`src/core/rfr_pkg.sv`:
```
// constants, types and state layout for the radio register bank
//
// Overview of operation
// - lock after 64/128/256/512 consecutive good windows
// - lock status bit reads current PLL lock
// - cal done clears at power-on, sets after cal
// - cal running high only while calibrating
// - lock window lasts 2 or 4 prescaler periods
// - rf frequency is 2048 plus 10-bit word
// - receive subtracts 2 MHz for local oscillator
// - countdown decrements on timer overflow while running
// - program stops when countdown is about to hit zero
// - countdown value 0xff disables decrement
// - x register feeds wait, random and conditional ops
// - y register changed by inc, dec, max, random
// - z register decremented by its op, tested by conditions
// - software cpu control bit feeds conditional ops
// - reserved bits read as zero
// - high-gain amplifier drive field maps four currents
// - amplifier reduced-gain bit follows gain mode
// - mixer boost bit follows gain mode
// - mixer drive field selects four currents
package rfr_pkg;
  // ***************************************************
  // register indexes, byte address is four times these
  // ***************************************************
  localparam logic [15:0] IDX_LNA_MODE = 16'hdf0d;
  localparam logic [15:0] IDX_FILT_GAIN = 16'hdf0e;
  localparam logic [15:0] IDX_MIXER = 16'hdf0f;
  localparam logic [15:0] IDX_SYN_HI = 16'hdf10;
  localparam logic [15:0] IDX_SYN_LO = 16'hdf11;
  localparam logic [15:0] IDX_CSP_X = 16'hdf12;
  localparam logic [15:0] IDX_CSP_Y = 16'hdf13;
  localparam logic [15:0] IDX_CSP_Z = 16'hdf14;
  localparam logic [15:0] IDX_CSP_CTRL = 16'hdf15;
  localparam logic [15:0] IDX_CSP_T = 16'hdf16;
  // ***************************************************
  // reset values
  // ***************************************************
  localparam logic [7:0] RST_LNA_MODE = 8'he5;
  localparam logic [5:0] RST_FILT_GAIN = 6'h2a;
  localparam logic [7:0] RST_MIXER = 8'h56;
  localparam logic [1:0] RST_LOCK_COUNT_THRESHOLD = 2'h1;
  localparam logic [1:0] RST_WORD_HI = 2'h1;
  localparam logic [7:0] RST_WORD_LO = 8'h65;
  localparam logic [7:0] RST_CSP = 8'h00;
  // ***************************************************
  // synth high register field positions
  // ***************************************************
  localparam int unsigned POS_THR = 6;
  localparam int unsigned POS_CAL_DONE = 5;
  localparam int unsigned POS_CAL_RUN = 4;
  localparam int unsigned POS_WIN_LEN = 3;
  localparam int unsigned POS_LOCKED = 2;
  // ***************************************************
  // counts
  // ***************************************************
  localparam logic [9:0] LOCK_BASE_PERIODS = 10'd64;
  localparam logic [2:0] WIN_SHORT = 3'd2;
  localparam logic [2:0] WIN_LONG = 3'd4;
  localparam logic [11:0] CHANNEL_WORD_BASE = 12'd2048;
  localparam logic [11:0] RX_LO_OFFSET = 12'd2;
  localparam logic [7:0] T_NO_DEC = 8'hff;

  // automatic gain control mode from the receiver
  typedef enum logic [1:0] {
    AGC_HIGH = 2'b00,
    AGC_MED = 2'b01,
    AGC_LOW = 2'b10
  } rfr_agc_t;

  // strobe processor data operations
  typedef enum logic [2:0] {
    OP_NONE = 3'b000,
    OP_INC_Y = 3'b001,
    OP_DEC_Y = 3'b010,
    OP_INC_MAX_Y = 3'b011,
    OP_RAND_XY = 3'b100,
    OP_DEC_Z = 3'b101
  } rfr_op_t;

  // settings handed to the analog receiver
  typedef struct packed {
    logic [1:0] amp_drive;
    logic amp_reduced_gain;
    logic [1:0] amp_comp;
    logic mixer_boost;
    logic [1:0] rx_mixer_drive;
    logic bpf_lo_cur;
    logic bpf_mid_cur;
  } rfr_gain_t;

  // whole block state
  typedef struct packed {
    logic [7:0] low_noise_amplifier;
    logic [5:0] filt;
    logic [7:0] mix;
    logic [1:0] thr;
    logic win_len;
    logic [9:0] word;
    logic [7:0] x;
    logic [7:0] y;
    logic [7:0] z;
    logic cpu_ctrl;
    logic [7:0] t;
    logic [2:0] ref_s;
    logic [2:0] pre_s;
    logic [1:0] ok_s;
    logic [1:0] on_s;
    logic [1:0] cal_s;
    logic on_d;
    logic [9:0] lock_cnt;
    logic locked;
    logic [2:0] win_cnt;
    logic window;
    logic cal_run;
    logic cal_done;
    logic [11:0] rf_word;
    logic [11:0] lo_word;
    rfr_gain_t gain;
    logic stop;
    logic [31:0] prdata;
    logic pslverr;
    logic rd_ok; // read data captured for the transfer in progress
  } rfr_state_t;
endpackage

```
`src/core/rfr_regs.sv`:
```
// radio receiver, synthesizer and strobe processor register bank
`timescale 1ns/10ps
module rfr_regs import rfr_pkg::*; #(
  parameter int unsigned ADDR_W = 18
) (
  // clock, reset, enable
  input wire logic pclk,
  input wire logic presetn,
  input wire logic ce,
  // apb slave
  input wire logic psel,
  input wire logic penable,
  input wire logic pwrite,
  input wire logic [ADDR_W-1:0] paddr,
  input wire logic [31:0] pwdata,
  input wire logic [3:0] pstrb,
  output logic pready,
  output logic [31:0] prdata,
  output logic pslverr,
  // synthesizer pins, inputs asynchronous
  input wire logic synth_on,
  input wire logic ref_clk_lvl,
  input wire logic sync_ok,
  input wire logic pre_clk_lvl,
  input wire logic cal_busy,
  output logic lock_window,
  output logic pll_locked,
  output logic [11:0] rf_word,
  output logic [11:0] lo_word,
  // receiver
  input wire logic receive_active,
  input wire rfr_agc_t agc_mode,
  output rfr_gain_t gain,
  // strobe processor, same clock
  input wire logic csp_running,
  input wire logic mac_overflow,
  input wire rfr_op_t csp_op,
  input wire logic [7:0] csp_operand,
  input wire logic [7:0] csp_random,
  output logic [7:0] csp_x,
  output logic [7:0] csp_y,
  output logic [7:0] csp_z,
  output logic cpu_ctrl,
  output logic csp_stop
);
  // the index decode below needs sixteen index bits
  if (ADDR_W < 18) begin : g_chk
    $error("ADDR_W must be at least 18");
  end

  rfr_state_t st; // registered state
  rfr_state_t next_st; // next state

  // ***************************************************
  // register read mux, also used as the address decode
  // ***************************************************
  function automatic logic [8:0] rd_reg(input logic [ADDR_W-1:0] a,
                                        input rfr_state_t s);
    logic [15:0] idx;
    logic [8:0] r;
    idx = a[17:2];
    r = 9'h000;
    if (a[1:0] == 2'b00) begin
      // bit 8 flags a mapped register
      unique case (idx)
        IDX_LNA_MODE: r = {1'b1, s.low_noise_amplifier};
        IDX_FILT_GAIN: r = {3'b100, s.filt};
        IDX_MIXER: r = {1'b1, s.mix};
        IDX_SYN_HI: r = {1'b1, s.thr, s.cal_done, s.cal_run, s.win_len,
                         s.locked, s.word[9:8]};
        IDX_SYN_LO: r = {1'b1, s.word[7:0]};
        IDX_CSP_X: r = {1'b1, s.x};
        IDX_CSP_Y: r = {1'b1, s.y};
        IDX_CSP_Z: r = {1'b1, s.z};
        IDX_CSP_CTRL: r = {8'h80, s.cpu_ctrl};
        IDX_CSP_T: r = {1'b1, s.t};
        default: r = 9'h000;
      endcase
    end
    return r;
  endfunction

  // ***************************************************
  // next state
  // ***************************************************
  always_comb begin
    logic wr;
    logic [8:0] hit;
    logic [7:0] d;
    logic ref_rise;
    logic pre_rise;
    logic [9:0] need;
    logic dec_t;
    wr = 1'b0;
    hit = 9'h000;
    d = pwdata[7:0];
    ref_rise = 1'b0;
    pre_rise = 1'b0;
    need = 10'h000;
    dec_t = 1'b0;
    next_st = st;
    hit = rd_reg(paddr, st);
    // a write lands only at the edge that completes the transfer
    wr = psel && penable && st.rd_ok && pwrite && pstrb[0] && hit[8];
    // capture read data once per transfer, normally at the setup edge;
    // if ce froze that edge the access phase captures it and waits a cycle
    if (!psel || (penable && st.rd_ok)) begin
      next_st.rd_ok = 1'b0;
    end else if (!st.rd_ok) begin
      next_st.prdata = {24'h000000, hit[7:0]};
      next_st.pslverr = !hit[8];
      next_st.rd_ok = 1'b1;
    end
    // two-flop synchronisers, third stage only for edges
    next_st.ref_s = {st.ref_s[1:0], ref_clk_lvl};
    next_st.pre_s = {st.pre_s[1:0], pre_clk_lvl};
    next_st.ok_s = {st.ok_s[0], sync_ok};
    next_st.on_s = {st.on_s[0], synth_on};
    next_st.cal_s = {st.cal_s[0], cal_busy};
    next_st.on_d = st.on_s[1];
    ref_rise = st.ref_s[1] && !st.ref_s[2];
    pre_rise = st.pre_s[1] && !st.pre_s[2];
    // lock detection on each reference period
    need = LOCK_BASE_PERIODS << st.thr;
    if (!st.on_s[1]) begin
      next_st.lock_cnt = 10'h000;
      next_st.locked = 1'b0;
    end else if (ref_rise) begin
      if (st.ok_s[1]) begin
        // count saturates, so lock holds while windows stay good
        if (st.lock_cnt + 10'd1 >= need) begin
          next_st.locked = 1'b1;
          next_st.lock_cnt = need;
        end else begin
          next_st.lock_cnt = st.lock_cnt + 10'd1;
        end
      end else begin
        // a failed window breaks the consecutive run
        next_st.lock_cnt = 10'h000;
        next_st.locked = 1'b0;
      end
    end
    // lock window opens at a reference edge
    if (!st.on_s[1]) begin
      // no prescaler edges arrive while off, so drop the window at once
      next_st.window = 1'b0;
    end else if (ref_rise) begin
      next_st.window = 1'b1;
      next_st.win_cnt = st.win_len ? WIN_LONG : WIN_SHORT;
    end else if (pre_rise && st.window) begin
      next_st.win_cnt = st.win_cnt - 3'd1;
      if (st.win_cnt == 3'd1) begin
        next_st.window = 1'b0;
      end
    end
    // calibration flags
    next_st.cal_run = st.cal_s[1];
    if (st.on_s[1] && !st.on_d) begin
      next_st.cal_done = 1'b0;
    end
    // completion set wins over a power-on clear
    if (st.cal_run && !st.cal_s[1]) begin
      next_st.cal_done = 1'b1;
    end
    // frequency words
    next_st.rf_word = CHANNEL_WORD_BASE + {2'b00, st.word};
    next_st.lo_word = CHANNEL_WORD_BASE + {2'b00, st.word}
                      - (receive_active ? RX_LO_OFFSET : 12'd0);
    // gain settings by agc mode
    next_st.gain.rx_mixer_drive = st.mix[1:0];
    next_st.gain.bpf_lo_cur = st.filt[5];
    next_st.gain.bpf_mid_cur = st.filt[4];
    unique case (agc_mode)
      AGC_HIGH: begin
        next_st.gain.amp_drive = st.low_noise_amplifier[5:4];
        next_st.gain.amp_reduced_gain = 1'b0;
        next_st.gain.amp_comp = 2'b00;
        next_st.gain.mixer_boost = st.filt[1];
      end
      AGC_MED: begin
        next_st.gain.amp_drive = st.low_noise_amplifier[3:2];
        next_st.gain.amp_reduced_gain = st.filt[2];
        next_st.gain.amp_comp = 2'b00;
        next_st.gain.mixer_boost = st.filt[0];
      end
      AGC_LOW: begin
        next_st.gain.amp_drive = st.low_noise_amplifier[1:0];
        next_st.gain.amp_reduced_gain = st.filt[3];
        next_st.gain.amp_comp = st.low_noise_amplifier[7:6];
        next_st.gain.mixer_boost = 1'b0;
      end
      default: begin
        // illegal code: keep the last applied settings
        next_st.gain = st.gain;
      end
    endcase
    // strobe processor data operations
    unique case (csp_op)
      OP_INC_Y: next_st.y = st.y + 8'd1;
      OP_DEC_Y: next_st.y = st.y - 8'd1;
      OP_INC_MAX_Y: begin
        // never climbs past the operand
        next_st.y = (st.y < csp_operand) ? st.y + 8'd1 : csp_operand;
      end
      OP_RAND_XY: next_st.y = csp_random & st.x;
      OP_DEC_Z: next_st.z = st.z - 8'd1;
      OP_NONE: next_st.y = st.y;
      default: next_st.y = st.y;
    endcase
    // countdown on timer overflow
    next_st.stop = 1'b0;
    dec_t = mac_overflow && csp_running && (st.t != T_NO_DEC);
    if (dec_t) begin
      if (st.t <= 8'd1) begin
        next_st.t = 8'h00;
        next_st.stop = 1'b1;
      end else begin
        next_st.t = st.t - 8'd1;
      end
    end
    // software writes, these win over hardware updates
    if (wr) begin
      unique case (paddr[17:2])
        IDX_LNA_MODE: next_st.low_noise_amplifier = d;
        IDX_FILT_GAIN: next_st.filt = d[5:0];
        IDX_MIXER: next_st.mix = d;
        IDX_SYN_HI: begin
          next_st.thr = d[POS_THR+:2];
          next_st.win_len = d[POS_WIN_LEN];
          next_st.word[9:8] = d[1:0];
        end
        IDX_SYN_LO: next_st.word[7:0] = d;
        IDX_CSP_X: next_st.x = d;
        IDX_CSP_Y: next_st.y = d;
        IDX_CSP_Z: next_st.z = d;
        IDX_CSP_CTRL: next_st.cpu_ctrl = d[0];
        IDX_CSP_T: begin
          next_st.t = d;
          next_st.stop = 1'b0;
        end
        default: next_st.t = next_st.t;
      endcase
    end
  end

  // ***************************************************
  // state register, frozen while ce is low
  // ***************************************************
  always_ff @(posedge pclk or negedge presetn) begin
    if (!presetn) begin
      st <= '0;
      st.low_noise_amplifier <= RST_LNA_MODE;
      st.filt <= RST_FILT_GAIN;
      st.mix <= RST_MIXER;
      st.thr <= RST_LOCK_COUNT_THRESHOLD;
      st.word <= {RST_WORD_HI, RST_WORD_LO};
      st.x <= RST_CSP;
      st.y <= RST_CSP;
      st.z <= RST_CSP;
      st.t <= RST_CSP;
    end else if (ce) begin
      st <= next_st;
    end
  end

  // ***************************************************
  // outputs
  // ***************************************************
  assign pready = ce && st.rd_ok; // zero wait states unless frozen
  assign prdata = st.prdata;
  assign pslverr = st.pslverr;
  assign lock_window = st.window;
  assign pll_locked = st.locked;
  assign rf_word = st.rf_word;
  assign lo_word = st.lo_word;
  assign gain = st.gain;
  assign csp_x = st.x;
  assign csp_y = st.y;
  assign csp_z = st.z;
  assign cpu_ctrl = st.cpu_ctrl;
  assign csp_stop = st.stop;
endmodule

```
`config.mk`:
```
export PLATFORM = sky130hd
export DESIGN_NAME = rfr_regs
export DESIGN_NICKNAME = d
export VERILOG_FILES = /design/src/core/rfr_pkg.sv /design/src/core/rfr_regs.sv
export SDC_FILE = /design/constraint.sdc
export NUM_CORES = 1
export LEC_CHECK = 0
export ABC_AREA = 1
export BUFFER_PORTS_ARGS = -buffer_cell sky130_fd_sc_hd__clkbuf_2
export CAP_MARGIN = 20
export CORE_MARGIN = 10
export CORE_UTILIZATION = 45
export CTS_CLUSTER_DIAMETER = 80
export CTS_CLUSTER_SIZE = 28
export DETAILED_ROUTE_END_ITERATION = 7
export PLACE_DENSITY = 0.67
export SYNTH_ARGS = -nofsm -noshare
export SYNTH_HDL_FRONTEND = slang
export SYNTH_SLANG_ARGS = --single-unit
```
`constraint.sdc`:
```
create_clock -name pclk -period 7.2 [get_ports pclk]
set_input_delay 1.44 -clock pclk [delete_from_list [all_inputs] [get_ports pclk]]
set_output_delay 1.44 -clock pclk [all_outputs]
set_load 0.005 [all_outputs]
```
; Word level (Yosys, flattened, before mapping)
; Index checks and enable logic that the tools add are counted.
[classes]
eq_ne = 23
order_cmp = 3
n_reduce_logical = 42
n_mux = 31
add_sub_neg = 8
shifts = 1
n_bitwise = 3
[op_table]
columns = cell, n
row1 = $eq A16 B16 Y1 const B, 10
row2 = $pmux W9 S10, 1
row3 = $mux W8, 7
row4 = $mux W11, 3
row5 = $reduce_and A3 Y1, 11
row6 = $pmux W8 S4, 1
row7 = $mux W25, 1
row8 = $sub A8 B1 Y8 const B, 3
row9 = $pmux W6 S3, 1
row10 = $logic_and A1 B1 Y1, 14
row11 = $add A12 B10 Y12 const A, 1
row12 = $sub A12 B2 Y12, 1
row13 = $mux W1, 11
row14 = $add A10 B1 Y10 const B, 1
row15 = $ge A10 B10 Y1, 1
row16 = $mux W10, 1
row17 = $shl A7 B2 Y10 const A, 1
row18 = $mux W9, 1
row19 = $add A8 B1 Y8 const B, 1
row20 = $and A8 B8 Y8, 1
row21 = $le A8 B1 Y1 const B, 1
row22 = $lt A8 B8 Y1, 1
row23 = $mux W4, 2
row24 = $ne A8 B8 Y1 const B, 1
row25 = other kinds (19), 34
[word_totals]
ff_bits = 143
inputBits = 89
out_inout_bits = 96

; Depth between registers and ports, before layout
[depth]
depth_word = 6
ltp_mapped = 15

; Worst setup path before layout
; No wires, ideal clock.
[synth_path]
path_kind = input port to output port
start = input port ce
end = output port pready
required_time_ps = 5760
t_arrival_ps = 2110
path_slack_ps = 3650
path_stages = 4
cell_sequence = clkbuf_1 > buf_1 > nand2_1 > inv_1
[synth_between]
elab_chain_len = 1
[synth_rtl]
columns = element, line
row1 = from (decl), rfr_regs.sv:9  ; input wire logic ce,
row2 = $logic_and A1 B1 Y1, rfr_regs.sv:269  ; assign pready = ce && st.rd_ok;
row3 = to (decl), rfr_regs.sv:17  ; output logic pready,
; Every way passes these cells.

; Worst setup path in the final report
[layout_path]
start = input port paddr[14]
end = register st[165] (netlist name)
[layout_between]
elab_chain_len = 5
elab_cells_between_ends = 14
cone_classes = eq/ne (10) / mux (2) / reduce/logical (2)
[layout_rtl]
columns = element, line
row1 = from (decl), rfr_regs.sv:14  ; input wire logic [ADDR_W-1:0] paddr,
row2 = "$eq A16 B16 Y1, on equally long branches", "rfr_regs.sv:65, rfr_regs.sv:223"
row3 = $pmux W9 S10, rfr_regs.sv:65  ; unique case (idx)
row4 = $mux W9, rfr_regs.sv:63  ; if (a[1:0] == 2'b00) begin
row5 = $logic_and A1 B1 Y1, rfr_regs.sv:104  ; wr = psel && penable && st.rd_ok && pwrite && pstrb[0] && hit[8];
row6 = $reduce_and A3 Y1 (no line) (*), n/a
row7 = to (signal assigned), rfr_regs.sv:262  ; st <= next_st;
row8 = to (decl), rfr_regs.sv:51  ; rfr_state_t st;
; Mark *: on every way between the ends. The rest lies on a longest branch, timed or not.
; A chain may end at the register's enable or synchronous reset.

==> metrics.md <==
| Metric | Value |
|---|---|
| Final Hold Viols | 0 |
| Wire length per cell | 16.0 um |
| TritonCTS clock tree | built |
| Mean post-synth cell area | around 7 um2 |
| Synth Area in Simple Gates | slightly above 30% |
| Max frequency | roughly 220 MHz |
| Unrepaired setup endpoints after global routing | no |
| DR iter-0 viols | just over 700 |
| CP endpoint kind | register |
| Worst Hold Class | reg2reg |
| Die area | approximately 27,000 um2 |
| Status | complete, no violations |
| Pleak | about 0.0053 uW |
| Clock transition at path regs | ~60 ps |
| Synthesized-area fraction occupied by adder cells | 3.51% |
| Largest net degree at the start of global routing | 80 |
| Fill count | just over 2,000 |
| Ys flop type | dfrtp_1 |
| IO Pins | approximately 190 |
| CTS Hold Bufs | 0 |
| Synth cell count leaders | nand2_1, inv_1, dfrtp_1 |
| Number of flops mapped to enable cells by yosys | 0 |
| Crit path DAT | between 4000 and 5000 ps |
| Synthesized flop and latch total | 141 |
| Grt ovf | 0 |
| P&R area growth vs syn | 9.78% |
| Clock Latency Late Sink | 420 ps |
| Detailed Routing Iterations Pass 1 | 7 |
| First-pass GRT wire length | around 42,000 um |
| Cells after Synth | between 1,000 and 1,500 |
| Worst Hold End | rf_word[11] |
| Die X | approximately 160 um |
| Setup violations, final | 0 |
| Largest family of logic cells by synthesized area | simple AND/OR/NAND/NOR gates |
| Slew Limit Fails | 0 |
| Remaining antenna violation count after routing | 0 |
| H-tree Lvls | 4 |
| DRC viols | 0 |
| Period minus WS final | between 4000 and 5000 ps |
| Synth area leader | dfrtp_1 |
| Count leader, synth | nand2_1 |
| WS Path Type | in2reg |
| Core area | about 20,000 um2 |
| Slew Limit Headroom | 28.6% |
| Post-Route Setup TNS | 0 ps |
| Share of cells above drive strength 1 | 15.9% |
| PwrDens | 243 nW/um2 |
| CP startpoint kind | primary input |
| Area share of the largest cell type after synthesis | 33.2% |
| Ys Warns | 0 |
| Hold Path Origin | rf_word[11] |
| Final WL | 26,300 um |
| Mux share of post-synthesis cell area | 0% |
| Mapped Area | 9270 um2 |
| Port-buffer cells | 132 |
| Max-cap violations | 0 |
| DR vias | around 8,300 |
| Layout Nets | 1,471 |
| Final Cycle Share | a little over three fifths |
| Placed inst area | ~9600 um2 |
| Reg2reg path depth | 6 |
| Hold path cells | 1 |
| Clock Sinks | ~140 |
| Total CTS buffers | 17 |
| Xor/xnor share of the synthesized area | ~2% |
| FP Rows | between 50 and 60 |
| Clock Path Buffers | 2 |
| R2R Path End | st[165] |
| Crit path required time | 7530 ps |
| Initial antenna violation count | 2 |
| Total Routing Usage GR | ~20% |
| CP max FO | 27 |
| Clk_skew | around 8.0 ps |
| Largest cells by area after synthesis | dfrtp_1, nand2_1, buf_4 |
| Vias per cell | a little over 5 |
| RR Startpoint | st[0] |
| Post-cts gate resize count | 0 |
| Distinct cells, synth | 41 |
| Initial Util | 45.8% |
| Fin util | slightly above 50% |
| Reg-to-reg setup timing slack | about 4200 ps |
| Vias in the first global route | slightly below 8,000 |
| Routability cong. | roughly 0.89 |
| Async set-reset flop share out of synthesis | 100% |
| Chip height | 164 um |
| Post-CTS Setup Inserts | 0 |
| Clock root buffer | clkbuf_16 |
| Finished layout cell area | between 10,000 and 15,000 um2 |
| Post-DP HPWL | 20,000 um |
| Worst vdd ir | 0.000157 V |
| Seq/Total Area, Yosys | 38.3% |
| Synth Area in Compound Gates | 11.0% |
| Worst-Margin Slew | about 1100 ps |
[stage by stage]
stage / total power (uW) / cells / hold slack [ps] / worst slack (ps)
finish: 2470 / 1641 / 472 / 2660
floorplan: 1450 / 1328 / 437 / 3650
global placement: 1580 / 1606 / 455 / 2430
detailed placement: 1600 / 1606 / 454 / 2320
CTS: 2480 / 1638 / 475 / 2760
global route: 2640 / 1639 / 498 / 2290
[critical path: stages]
cell	delay (ps)
clkbuf_2	70
inv_1	30
nor2_1	80
nand2_1	120
nor2_4	530
nand2_1	470
nand2_1	210
nor2_1	80
nand3_2	100
nand3_1	610
inv_2	520
nand3_2	320
o21ai_0	280
[worst max-delay path by stage]
stage                   start      end  slack, ps  cells after the start
finish              paddr[14]  st[165]       2660                     13
global placement    paddr[14]  st[165]       2430                     13
floorplan                  ce   pready       3650                      4
global route        paddr[14]  st[165]       2290                     13
detailed placement  paddr[14]  st[165]       2320                     13
CTS                 paddr[14]  st[165]       2760                     13
[layout by cell type, fill, tap and decap left out, drive strengths merged, types with 3 or more instances in the layout]
cell type / count
nand2: 396
clkbuf: 151
inv: 144
dfrtp: 123
nor2: 119
o21ai: 111
nand3: 99
o22ai: 29
ha: 26
conb: 25
a21oi: 24
nand4: 23
xor2: 18
dfstp: 18
a31oi: 8
nor3: 7
buf: 7
clkinv: 6
nor4: 4
or2: 4
o211ai: 4
xnor2: 3
o21a: 3
clkinvlp: 3
[sequential cells by signal, summed over array words and instances (netlist names), 9 cells and up]
signal / count
lo_word: 12
st: 63
next_st: 9
rf_word: 10
gain: 10
[where the power goes]
group	internal [uW]	switching, uW	leakage [uW]
Combinational	228	382	0.00332
Sequential	870	108	0.00165
Clock	531	352	0.000285
[layout make-up]
type | count | area, um2 | area share, %
diodes | 2 | 5.00 | 0.0492
clock buffers | 20 | 457 | 4.49
clock inverters | 12 | 135 | 1.33
inverters | 143 | 537 | 5.27
multi-input cells | 915 | 4420 | 43.5
flip-flops and latches | 141 | 3550 | 34.9
well taps | 270 | 338 | 3.32
repair buffers | 138 | 732 | 7.19
[per-layer routing]
layer,vias up,share of wire (%),global-route usage (%)
met4,0,2.3,6.66
met2,260,46,30.4
met3,35,7.3,4.51
met1,3846,44,26.2
li1,4189,-,-
met5,-,0,0
[cell families after synthesis]
family                   after synthesis
AO/OA/AOI/OAI                        186
other                                  1
flip-flops                           141
adder cells (fa/ha/maj)               26
XOR/XNOR                              21
buffers and inverters                272
AND/OR/NAND/NOR                      657
Power figures use the tool's default switching activity.
